$ cat src/hdl/ahpc_regs.svh
// Constants of the converter host port: offsets, fields, reset values.
// Assumes a 20 MHz system clock and a 12-bit processor data bus.
// Function
// RL1: Soft reset bit restores both control registers
// RL2: Host writes zero to leave soft reset
// RL3: Writing sync bit resets sync generator
// RL4: Host sets sync bit for multichannel setup
// RL5: Host writes zeros to bits two to five
// RL6: Bit six set: write pin is direction
// RL7: Direction high reads, low writes
// RL8: Bit six clear: separate read, write pins
// RL9: Bit seven picks binary or twos complement
// RL10: Offset bit runs zero-input calibration conversion
// RL11: Stored offset subtracted from every result
// RL12: Bit nine enables control register readback
// RL13: Readback returns first, then second register
// RL14: Host clears debug bit to resume results; code resumes after second register word, bit nine set
// RL15: Read strobe on last valid, write idle
// RL16: Read strobe drops on first invalid
// RL17: Read strobe advances words, enables drivers
// RL18: Write strobe on last valid, read idle
// RL19: Write strobe drops on first invalid
// RL20: Write strobe latches word into register
// RL21: Second register words carry bits 01
// RL22: Low select and high select both needed
// RL23: Soft reset holds logic, takes only second
`ifndef AHPC_REGS_SVH
`define AHPC_REGS_SVH

`define AHPC_DATA_W 12
`define AHPC_SEL_MSB 11
`define AHPC_SEL_LSB 10
`define AHPC_SEL_CR0 2'h0
`define AHPC_SEL_CR1 2'h1
`define AHPC_CR0_RST 12'h020
`define AHPC_CR1_RST 10'h030
`define AHPC_CR1_W 10
`define AHPC_BIT_SOFT_RST 0
`define AHPC_BIT_SYNC_RST 1
`define AHPC_BIT_RW_MODE 6
`define AHPC_BIT_FORMAT 7
`define AHPC_BIT_OFFSET 8
`define AHPC_BIT_READBACK 9
`define AHPC_MSB 11
`define AHPC_ZERO 12'h000

`endif

$ cat src/hdl/ahpc_pkg.sv
// Types of the converter host port.
// Assumes ahpc_regs.svh is on the include path.
`include "ahpc_regs.svh"

package ahpc_pkg;

  // Raw host pins, in pin polarity
  typedef struct packed {
    logic chip_select_low_n;
    logic chip_select_high;
    logic rd_n;
    logic wr_n;
  } ahpc_pins_t;

  // Converter result path toward the host port
  typedef struct packed {
    logic valid;
    logic [`AHPC_DATA_W-1:0] data;
  } ahpc_conv_t;

  typedef enum logic [1:0] {
    AHPC_RS_RESULT = 2'b00,
    AHPC_RS_CR0 = 2'b01,
    AHPC_RS_CR1 = 2'b10
  } ahpc_rd_state_t;

  typedef enum logic [1:0] {
    AHPC_CAL_IDLE = 2'b00,
    AHPC_CAL_WAIT = 2'b01,
    AHPC_CAL_DONE = 2'b10
  } ahpc_cal_state_t;

endpackage : ahpc_pkg

$ cat src/hdl/ahpc_top.sv
// Host port of the converter: strobes, both control registers, output words.
// Assumes host pins are asynchronous to sys_clk_i and the result stream
// comes from logic on sys_clk_i in two's complement.
`include "ahpc_regs.svh"

module ahpc_top
  import ahpc_pkg::*;
(
  // Clock and reset
  input wire logic sys_clk_i,
  input wire logic rst_i,
  // Host pins
  input wire ahpc_pins_t host_pins_i,
  input wire logic [`AHPC_DATA_W-1:0] data_i,
  output logic [`AHPC_DATA_W-1:0] data_o,
  output logic data_oe_o,
  // Converter side
  input wire ahpc_conv_t conv_i,
  output logic force_zero_o,
  output logic sync_gen_reset_o,
  output logic soft_reset_o,
  output logic [`AHPC_DATA_W-1:0] ctrl_first_o
);

  ////////////////////////////////////////////////////////////////////////
  // Pin synchronisers
  ahpc_pins_t pins_m_q;
  ahpc_pins_t pins_s_q;
  logic [`AHPC_DATA_W-1:0] data_m_q;
  logic [`AHPC_DATA_W-1:0] data_s_q;

  // Reset to the idle pin levels so no false strobe edge follows reset
  always_ff @(posedge sys_clk_i or posedge rst_i) begin
    if (rst_i) begin
      pins_m_q <= '{1'b1, 1'b0, 1'b1, 1'b1};
      pins_s_q <= '{1'b1, 1'b0, 1'b1, 1'b1};
    end else begin
      pins_m_q <= host_pins_i;
      pins_s_q <= pins_m_q;
    end
  end

  // Data rides the same two stages, aligned with the strobes
  always_ff @(posedge sys_clk_i or posedge rst_i) begin
    if (rst_i) begin
      data_m_q <= `AHPC_ZERO;
      data_s_q <= `AHPC_ZERO;
    end else begin
      data_m_q <= data_i;
      data_s_q <= data_m_q;
    end
  end

  ////////////////////////////////////////////////////////////////////////
  // Internal strobes
  logic [`AHPC_DATA_W-1:0] cr0_q;
  logic [`AHPC_CR1_W-1:0] cr1_q;
  logic rd_stb_q;
  logic wr_stb_q;

  wire cs_ok = !pins_s_q.chip_select_low_n && pins_s_q.chip_select_high; // RL22
  wire rw_mode = cr1_q[`AHPC_BIT_RW_MODE];
  // Combined mode ignores the read pin entirely
  wire rd_act = rw_mode ? pins_s_q.wr_n : !pins_s_q.rd_n; // RL6 RL7 RL8
  wire wr_act = rw_mode ? !pins_s_q.wr_n : !pins_s_q.wr_n; // RL7 RL8
  wire rd_in_idle = rw_mode ? 1'b1 : pins_s_q.rd_n;
  wire rd_stb = cs_ok && rd_act && !(wr_act && !rw_mode); // RL15 RL16
  wire wr_stb = cs_ok && wr_act && rd_in_idle; // RL18 RL19
  wire rd_rise = rd_stb && !rd_stb_q;
  // Latch on the trailing edge: data is only promised valid before it
  wire wr_fall = wr_stb_q && !wr_stb;

  ////////////////////////////////////////////////////////////////////////
  // Register write decode
  // Target register of a bus word; both write paths decode it
  function automatic logic sel_hit(input logic [1:0] sel,
                                   input logic [1:0] code);
    return sel == code;
  endfunction : sel_hit

  // Codes 1x match neither register and are dropped
  wire [1:0] wsel = data_s_q[`AHPC_SEL_MSB:`AHPC_SEL_LSB];
  wire soft_rst = cr1_q[`AHPC_BIT_SOFT_RST];
  wire wr_cr1 = wr_fall && sel_hit(wsel, `AHPC_SEL_CR1); // RL20 RL21
  // First register is locked while soft reset holds
  wire wr_cr0 = wr_fall && sel_hit(wsel, `AHPC_SEL_CR0) &&
                !soft_rst; // RL20 RL23
  wire [`AHPC_CR1_W-1:0] wdat = data_s_q[`AHPC_CR1_W-1:0];
  wire new_soft = wdat[`AHPC_BIT_SOFT_RST];
  wire [`AHPC_CR1_W-1:0] cr1_rst_held = `AHPC_CR1_RST | {
    {(`AHPC_CR1_W-1){1'b0}}, 1'b1};

  logic [`AHPC_CR1_W-1:0] cr1_d;
  logic [`AHPC_DATA_W-1:0] cr0_d;

  always_comb begin
    cr1_d = cr1_q;
    cr0_d = cr0_q;
    if (wr_cr1 && new_soft) begin
      cr1_d = cr1_rst_held; // RL1
      cr0_d = `AHPC_CR0_RST; // RL1
    end else if (wr_cr1) begin
      cr1_d = wdat; // RL20
    end else if (wr_cr0) begin
      cr0_d = data_s_q; // RL20
    end
  end

  always_ff @(posedge sys_clk_i or posedge rst_i) begin
    if (rst_i) begin
      cr1_q <= `AHPC_CR1_RST;
      cr0_q <= `AHPC_CR0_RST;
    end else begin
      cr1_q <= cr1_d;
      cr0_q <= cr0_d;
    end
  end

  // Previous strobe levels for the edge detectors
  always_ff @(posedge sys_clk_i or posedge rst_i) begin
    if (rst_i) begin
      rd_stb_q <= 1'b0;
      wr_stb_q <= 1'b0;
    end else begin
      rd_stb_q <= rd_stb;
      wr_stb_q <= wr_stb;
    end
  end

  ////////////////////////////////////////////////////////////////////////
  // Offset calibration
  ahpc_cal_state_t cal_q;
  ahpc_cal_state_t cal_d;
  logic [`AHPC_DATA_W-1:0] offset_q;
  logic [`AHPC_DATA_W-1:0] offset_d;

  wire cal_start = wr_cr1 && !new_soft && wdat[`AHPC_BIT_OFFSET];

  always_comb begin
    cal_d = cal_q;
    offset_d = offset_q;
    case (cal_q)
      AHPC_CAL_IDLE: begin
        if (cal_start) begin
          cal_d = AHPC_CAL_WAIT; // RL10
        end
      end
      AHPC_CAL_WAIT: begin
        // Zeroed input converted once, kept as offset
        if (conv_i.valid) begin
          offset_d = conv_i.data; // RL10
          cal_d = AHPC_CAL_DONE;
        end
      end
      AHPC_CAL_DONE: begin
        if (cal_start) begin
          cal_d = AHPC_CAL_WAIT;
        end
      end
      default: begin
        cal_d = AHPC_CAL_IDLE;
      end
    endcase
    if (soft_rst) begin
      cal_d = AHPC_CAL_IDLE; // RL23
      offset_d = `AHPC_ZERO;
    end
  end

  ////////////////////////////////////////////////////////////////////////
  // Result path
  logic [`AHPC_DATA_W-1:0] result_q;
  logic [`AHPC_DATA_W-1:0] result_d;
  wire [`AHPC_DATA_W-1:0] corrected = conv_i.data - offset_q; // RL11
  wire [`AHPC_DATA_W-1:0] flip_msb = {
    cr1_q[`AHPC_BIT_FORMAT], {(`AHPC_DATA_W-1){1'b0}}};
  wire take_result = conv_i.valid && (cal_q != AHPC_CAL_WAIT) && !soft_rst;

  // Straight binary is two's complement with the sign bit inverted
  assign result_d = soft_rst ? `AHPC_ZERO :
                    take_result ? (corrected ^ flip_msb) : result_q; // RL9

  ////////////////////////////////////////////////////////////////////////
  // Output word sequence
  ahpc_rd_state_t rs_q;
  ahpc_rd_state_t rs_d;
  logic [`AHPC_DATA_W-1:0] word;
  wire rb_on = cr1_q[`AHPC_BIT_READBACK];
  wire rb_arm = wr_cr1 && !new_soft && wdat[`AHPC_BIT_READBACK];
  wire [`AHPC_DATA_W-1:0] cr1_word = {`AHPC_SEL_CR1, cr1_q};

  always_comb begin
    rs_d = rs_q;
    word = result_q;
    case (rs_q)
      AHPC_RS_CR0: begin
        word = cr0_q; // RL13
        if (rd_rise) begin
          rs_d = AHPC_RS_CR1;
        end
      end
      AHPC_RS_CR1: begin
        word = cr1_word; // RL13
        if (rd_rise) begin
          rs_d = AHPC_RS_RESULT;
        end
      end
      default: begin
        word = result_q;
      end
    endcase
    if (rb_arm) begin
      rs_d = AHPC_RS_CR0; // RL12
    end else if (!rb_on || soft_rst) begin
      rs_d = AHPC_RS_RESULT;
    end
  end

  ////////////////////////////////////////////////////////////////////////
  // State and output registers
  logic [`AHPC_DATA_W-1:0] data_d;
  assign data_d = rd_rise ? word : data_o; // RL17

  always_ff @(posedge sys_clk_i or posedge rst_i) begin
    if (rst_i) begin
      cal_q <= AHPC_CAL_IDLE;
      offset_q <= `AHPC_ZERO;
    end else begin
      cal_q <= cal_d;
      offset_q <= offset_d;
    end
  end

  // Last corrected result, held until the next valid conversion taken outside calibration; zeroed in soft reset
  always_ff @(posedge sys_clk_i or posedge rst_i) begin
    if (rst_i) begin
      result_q <= `AHPC_ZERO;
    end else begin
      result_q <= result_d;
    end
  end

  // Readback pointer
  always_ff @(posedge sys_clk_i or posedge rst_i) begin
    if (rst_i) begin
      rs_q <= AHPC_RS_RESULT;
    end else begin
      rs_q <= rs_d;
    end
  end

  // Word and driver enable switch on the same edge
  always_ff @(posedge sys_clk_i or posedge rst_i) begin
    if (rst_i) begin
      data_o <= `AHPC_ZERO;
      data_oe_o <= 1'b0;
    end else begin
      data_o <= data_d;
      data_oe_o <= rd_stb; // RL17
    end
  end

  // Converter side controls, taken from next values to save a cycle
  always_ff @(posedge sys_clk_i or posedge rst_i) begin
    if (rst_i) begin
      force_zero_o <= 1'b0;
      sync_gen_reset_o <= 1'b0;
      soft_reset_o <= 1'b0;
      ctrl_first_o <= `AHPC_CR0_RST;
    end else begin
      force_zero_o <= (cal_d == AHPC_CAL_WAIT); // RL10
      sync_gen_reset_o <= wr_cr1 && wdat[`AHPC_BIT_SYNC_RST]; // RL3
      soft_reset_o <= cr1_d[`AHPC_BIT_SOFT_RST]; // RL1 RL23
      ctrl_first_o <= cr0_d;
    end
  end

endmodule : ahpc_top

$ cat config.mk
export PLATFORM = sky130hd
export DESIGN_NAME = ahpc_top
export DESIGN_NICKNAME = d
export VERILOG_FILES = /design/src/hdl/ahpc_pkg.sv /design/src/hdl/ahpc_top.sv
export VERILOG_INCLUDE_DIRS = /design/src /design/src/hdl
export SDC_FILE = /design/constraint.sdc
export NUM_CORES = 1
export LEC_CHECK = 0
export ABC_AREA = 1
export BUFFER_PORTS_ARGS = -buffer_cell sky130_fd_sc_hd__buf_2
export CAP_MARGIN = 20
export CELL_PAD_IN_SITES_DETAIL_PLACEMENT = 1
export CELL_PAD_IN_SITES_GLOBAL_PLACEMENT = 1
export CORE_MARGIN = 4
export CORE_UTILIZATION = 44
export CTS_CLUSTER_SIZE = 25
export DETAILED_ROUTE_END_ITERATION = 16
export GPL_ROUTABILITY_DRIVEN = 0
export PLACE_DENSITY = 0.88
export SETUP_SLACK_MARGIN = 0.5
export SYNTH_ARGS = -nofsm -noshare
export SYNTH_HDL_FRONTEND = slang
export SYNTH_SLANG_ARGS = --single-unit
$ cat constraint.sdc
create_clock -name sys_clk_i -period 3.3 [get_ports sys_clk_i]
set_input_delay 0.33 -clock sys_clk_i [delete_from_list [all_inputs] [get_ports sys_clk_i]]
set_output_delay 0.33 -clock sys_clk_i [all_outputs]
set_load 0.005 [all_outputs]
==> impl_metrics.json, run 1 <==
{
  "drv_slew": 0,
  "critPathMaxStageDelay_ns": 0.46,
  "synth_top_family_by_area": "simple AND/OR/NAND/NOR gates",
  "synthMuxAreaShare_pct": 0,
  "fp.dieArea_um2": 11400,
  "crit_top_cell": "inv_1",
  "slew_headroom_pct": 50.2,
  "hold_buffers": 0,
  "total_power_uw": 3230,
  "numPortBuffers": 58,
  "syn-instance-count": 458,
  "cts_tree": "done",
  "dieHeight_um": 107,
  "fin_nets": 562,
  "fin_skew_ns": 0.0135,
  "clkPwrFrac_pct": 23.4,
  "ys_dominant_reg_cell": "dfrtp_1",
  "critPathMaxFanout": 14,
  "grt_pass1_vias": 3623,
  "dp.final_hpwl_mm": 8.39,
  "grt_use_total_pct": 21.4,
  "path_class": "reg -> reg",
  "r2r-end": "data_o[2]",
  "htree_levels": 3,
  "combPwrFrac_pct": 28.5,
  "wirelength_mm": 11.3,
  "ys_ff_latch": 98,
  "antenna_found_initial": 0,
  "switchingPower_uw": 1180,
  "cts_resized": 0,
  "crit_chain": "inv_1 > ha_1 > inv_1 > nand2_1 > o21ai_0 > a31oi_1 > a21oi_2",
  "clk_latency_ns": 0.37,
  "drt_first_pass_iters": 5,
  "p_int_uw": 2050,
  "synth_xor_area_share_pct": 0.203,
  "min_period_ns": 2.20,
  "startpoint_type": "register",
  "num_rows": 35,
  "hold_viol": 0,
  "synth_compound_area_share_pct": 12.3,
  "utilization_pct": 52.3,
  "finalSetupViolCount": 0,
  "grt_pass1_wl_mm": 18.9,
  "hold_start": "host_pins_i[1]",
  "p_leak_uw": 0.00241,
  "wire_per_inst_um": 17.4,
  "crit_slowest_cell": "ha_1",
  "peakVddDrop_mv": 0.201,
  "seq_power_share_pct": 48.1,
  "rsz0062_at_grt": "false",
  "post_cts_buffers": 0,
  "syn_area_um2": 4310,
  "cap_violations": 0,
  "cts_buffers": 9,
  "initial_utilization_pct": 46.0,
  "cp.required_ns": 3.60,
  "p_sw_share_pct": 36.4,
  "synth-edff-count": 0,
  "reg2regPathDepth": 7,
  "fin_crit_sh_pct": 66.5,
  "core_um2": 9370,
  "worst_slew_pin_slew_ns": 0.746,
  "vias_per_cell": 5.23,
  "cts_max_path_buffers": 2,
  "grt_max_degree": 66,
  "place_area_um2": 4710,
  "critPathArrivalTime_ns": 2.49,
  "yosysSeqAreaShare_pct": 57.1,
  "regToRegSetupSlack_ns": 1.10,
  "whs_ns": 0.0450,
  "fin_tns_setup_ns": 0,
  "area_growth_pct": 13.8,
  "hold_class": "in -> reg",
  "avgSynthCellArea_um2": 9.41,
  "r2r_start": "rs_q[0]",
  "fp.dieW_um": 107,
  "async_flop_share_pct": 100,
  "synth-simple-area-share_pct": 19.0,
  "fmax_ghz": 0.455,
  "synth_fp_nets": 503,
  "ios": 59,
  "clock_sinks": 98,
  "ant_nets": 0,
  "end_kind": "register",
  "drt_iter0_drc": 202,
  "powerDensity_nw_per_um2": 658,
  "vias": 3403,
  "run_status": "finished clean",
  "synth_cell_types": 39,
  "clk_pin_slew_ns": 0.11,
  "min_path_cells": 1,
  "n_antenna_cell": 0,
  "drive_gt1_share_pct": 22.4,
  "drc": 0,
  "synth_fa_ha_area_share_pct": 4.24,
  "yosysWarnings": 0,
  "grt_overflow": 0,
  "hold_end": "pins_m_q[1]",
  "clock-root-buffer": "clkbuf_8",
  "final_cell_area_um2": 4910
}
[worst max path at each step]
stage | from | to | slack [ns] | cells after the start
global placement | rs_q[0] | data_o[2] | 1.50 | 7
finish | rs_q[0] | data_o[2] | 1.10 | 7
floorplan | conv_i[0] | result_q[8] | 1.74 | 11
detailed placement | rs_q[0] | data_o[2] | 1.30 | 7
global route | rs_q[0] | data_o[2] | 1.00 | 7
CTS | rs_q[0] | data_o[2] | 1.18 | 7
[per-layer routing]
| layer | vias up | global-route usage (%) | wire length (um) |
|---|---|---|---|
| li1 | 1605 | - | - |
| met4 | 0 | 7.76 | 293 |
| met2 | 96 | 36.2 | 5690 |
| met1 | 1682 | 28.3 | 4810 |
| met5 | - | 0 | 0 |
| met3 | 20 | 2.53 | 535 |
[sequential cells by signal (all words and copies together) (netlist names)]
signal / count
rs_q: 2
data_m_q: 12
data_oe_o: 1
sync_gen_reset_o: 1
cal_q: 2
wr_stb_q: 1
ctrl_first_o: 12
force_zero_o: 1
cr1_q: 10
pins_m_q: 4
data_s_q: 12
result_q: 12
offset_q: 12
pins_s_q: 4
data_o: 12
[final cells by class]
cell class,instances,area [um^2]
tap,129,161
multi-input combinational,289,1540
sequential,98,2460
fill,1139,4470
clock inverter,6,55.1
timing repair buffer,60,318
clock buffer,10,138
inverter,59,228
[cells in the mapped netlist, types with 3 or more instances]
library cell | number | area (um^2)
a21oi_1 | 23 | 115
a21oi_2 | 8 | 70.1
a31oi_1 | 10 | 62.6
buf_2 | 4 | 20.0
clkbuf_1 | 3 | 11.3
dfrtp_1 | 89 | 2230
dfstp_2 | 9 | 236
ha_1 | 13 | 163
inv_1 | 54 | 203
inv_2 | 4 | 15.0
nand2_1 | 94 | 353
nand2_2 | 3 | 18.8
nand3_1 | 28 | 140
nand4_1 | 5 | 31.3
nor2_1 | 34 | 128
nor2_2 | 6 | 37.5
o21ai_0 | 39 | 195
o21ai_1 | 6 | 30.0
o22ai_1 | 4 | 25.0
[layout by cell type (no fill, tap or decap), types with 2 or more instances in the layout]
cell,Yosys,final
ha_1,13,13
nand3_2,2,2
inv_1,54,53
dfrtp_1,89,89
nor2_2,6,6
inv_6,0,2
a21oi_2,8,8
o22ai_1,4,4
a21oi_1,23,23
nand2_2,3,3
o21ai_1,6,6
nand2_1,94,94
nand4_1,5,5
buf_2,4,58
a31oi_1,10,10
clkbuf_8,0,10
inv_2,4,4
nor2_1,34,34
clkinv_4,0,3
o21ai_0,39,39
nand3_1,28,28
dfstp_2,9,9
[stage by stage]
step / setup WS [ns] / instances
final: 1.10 / 651
after global routing: 1.00 / 651
after CTS: 1.18 / 651
after detailed placement: 1.30 / 635
after global placement: 1.50 / 635
after floorplan: 1.74 / 458
[logic make-up (layout without fill, tap and decap cells)]
kind of cell             Yosys count  in the layout
adder cells (fa/ha/maj)           14             14
XOR/XNOR                           1              1
AO/OA/AOI/OAI                     94             94
flip-flops                        98             98
buffers and inverters             71            135
AND/OR/NAND/NOR                  180            180
[power by group through the flow]
stage / Combinational (uW) / Clock, uW / Sequential [uW]
final: 919 / 755 / 1550
after detailed placement: 897 / 0 / 1570
after global placement: 843 / 0 / 1560
after CTS: 924 / 766 / 1550
after floorplan: 598 / 0 / 1530
after global routing: 1040 / 837 / 1570
[worst max-delay path, delay by kind of cell, from the launching register on]
family | cells | cell delay, ns
adders and majority gates | 1 | 0.46
buffers and inverters | 2 | 0.45
and+or+nand+nor | 1 | 0.24
DFF | 1 | 0.39
AOI/OAI and AO/OA | 3 | 0.59
Note: power is estimated with default switching activity, not from simulation.
==> run 2, diff against run 1 <==
Clock period 3.3 ns to 2.1 ns, I/O delays scaled along.
==> impl_metrics.json, run 2 (synthesized netlist as in run 1, its figures left out) <==
{
  "fin_tns_setup_ns": 0,
  "slew_headroom_pct": 65.3,
  "critPathArrivalTime_ns": 1.98,
  "fillers": 1057,
  "peakVddDrop_mv": 0.479,
  "dp_slack_ns": 0.232,
  "wirelength_mm": 14.5,
  "grt_use_total_pct": 22.1,
  "grt_overflow": 0,
  "fin_crit_sh_pct": 81.7,
  "run_status": "finished clean",
  "vias": 3822,
  "whs_ns": 0.0945,
  "finalSetupViolCount": 0,
  "clk_latency_ns": 0.39,
  "grt_pass1_wl_mm": 19.5,
  "drv_slew": 0,
  "critPathMaxFanout": 6,
  "regToRegSetupSlack_ns": 0.38,
  "final_cell_mix": "88 x dfrtp_1, 86 x nand2_1, 58 x buf_2",
  "wire_per_inst_um": 20.9,
  "initial_utilization_pct": 46.0,
  "fmax_ghz": 0.583,
  "fin_nets": 603,
  "clock-root-buffer": "clkbuf_8",
  "drt_first_pass_iters": 5,
  "fp.dieArea_um2": 11400,
  "fp.dieW_um": 107,
  "final_cells": 692,
  "grt_max_degree": 99,
  "cp-startpoint": "rs_q[1]",
  "antenna_found_initial": 0,
  "fin_skew_ns": 0.0104,
  "n_antenna_cell": 0,
  "regArea_um2": 2460,
  "clk_pin_slew_ns": 0.10,
  "multi_input_area_um2": 1860,
  "dieHeight_um": 107,
  "end_kind": "register",
  "rsz0062_at_grt": "true",
  "cts_tree": "done",
  "hold_class": "in -> reg",
  "htree_levels": 3,
  "core_um2": 9370,
  "min_path_cells": 3,
  "worst_slew_pin_slew_ns": 0.520,
  "reg2regPathDepth": 6,
  "cap_violations": 0,
  "r2r_start": "rs_q[1]",
  "path_class": "reg -> reg",
  "clock_sinks": 98,
  "r2r-end": "data_o[3]",
  "min_period_ns": 1.72,
  "vias_per_cell": 5.52,
  "hold_viol": 0,
  "p_leak_uw": 0.00263,
  "setup_ws_ns": 0.384,
  "powerDensity_nw_per_um2": 989,
  "dp.final_hpwl_mm": 7.77,
  "ant_nets": 0,
  "cts_max_path_buffers": 2,
  "layout_commonest_cell": "dfrtp_1",
  "numPortBuffers": 58,
  "endpoint": "data_o[3]",
  "ios": 59,
  "grt_pass1_vias": 3773,
  "num_rows": 35,
  "cp.required_ns": 2.36,
  "drive_gt1_share_pct": 35.0,
  "drt_iter0_drc": 272,
  "cts_buffers": 9,
  "drc": 0,
  "startpoint_type": "register",
  "area_growth_pct": 29.5,
  "placedCellCount": 637
}
==> run 2: cell types whose count changed in the layout (fill, tap and decap cells not counted), sizes merged <==
cell         previous run  this run
inv                    61        59
clkinvlp                1         4
dlygate4sd3             0        17
buf                    60        84
clkbuf                 10         9
==> run 2: what timing repair did <==
action,4_1_cts,5_1_grt
pin swaps,2,16
resized for setup,18,70
hold buffers,17,0
setup endpoints to repair,30,46
setup buffers,6,16
endpoints found under the hold margin,83,0
==> run 2: worst max-delay path, stage by stage (launching register included) <==
cell        delay [ns]
dfrtp_2           0.47
ha_4              0.30
clkinvlp_4        0.15
nand2_4           0.12
o21ai_0           0.13
a31oi_1           0.32
a21oi_2           0.10
==> run 2: per-layer routing <==
layer | wire length (um) | vias to the layer above | GRT usage [%]
met2 | 7280 | 170 | 36.9
li1 | - | 1693 | -
met1 | 6000 | 1920 | 28.4
met4 | 458 | 0 | 7.12
met3 | 749 | 39 | 5.36
met5 | 0 | - | 0
==> run 2: where the power goes <==
| part | total [uW] | switching, uW | leakage (uW) | internal, uW |
|---|---|---|---|---|
| clock network | 1200 | 749 | 0.0000936 | 454 |
| registers | 2460 | 235 | 0.00120 | 2220 |
| logic | 1860 | 1160 | 0.00133 | 705 |
| total | 5520 | 2140 | 0.00263 | 3380 |
==> run 2: final cells by class <==
cell class	count	share of cell area, %
flip-flops and latches	98	44.2
multi-input cells	289	33.3
repair buffers	101	12.1
inverters	59	4.26
well taps	129	2.89
clock buffers	9	2.22
clock inverters	7	1.10
==> run 2: worst min path at each step <==
| stage | startpoint | to | slack (ns) |
|---|---|---|---|
| floorplan | host_pins_i[0] | pins_m_q[0] | 0.21 |
| global placement | host_pins_i[3] | pins_m_q[3] | 0.32 |
| detailed placement | host_pins_i[3] | pins_m_q[3] | 0.32 |
| CTS | conv_i[7] | offset_q[7] | 0.08 |
| global route | conv_i[0] | offset_q[0] | 0.09 |
| finish | conv_i[10] | offset_q[10] | 0.09 |
==> run 2: per-stage QoR <==
step                      utilization [%]  total power [uW]  instance area (um^2)
after floorplan                         -              3350                  4320
after global placement               50.5              3770                  4730
after detailed placement             50.5              3860                  4730
after CTS                            55.4              5120                  5190
after global routing                 59.6              5840                  5580
final                                59.6              5520                  5580
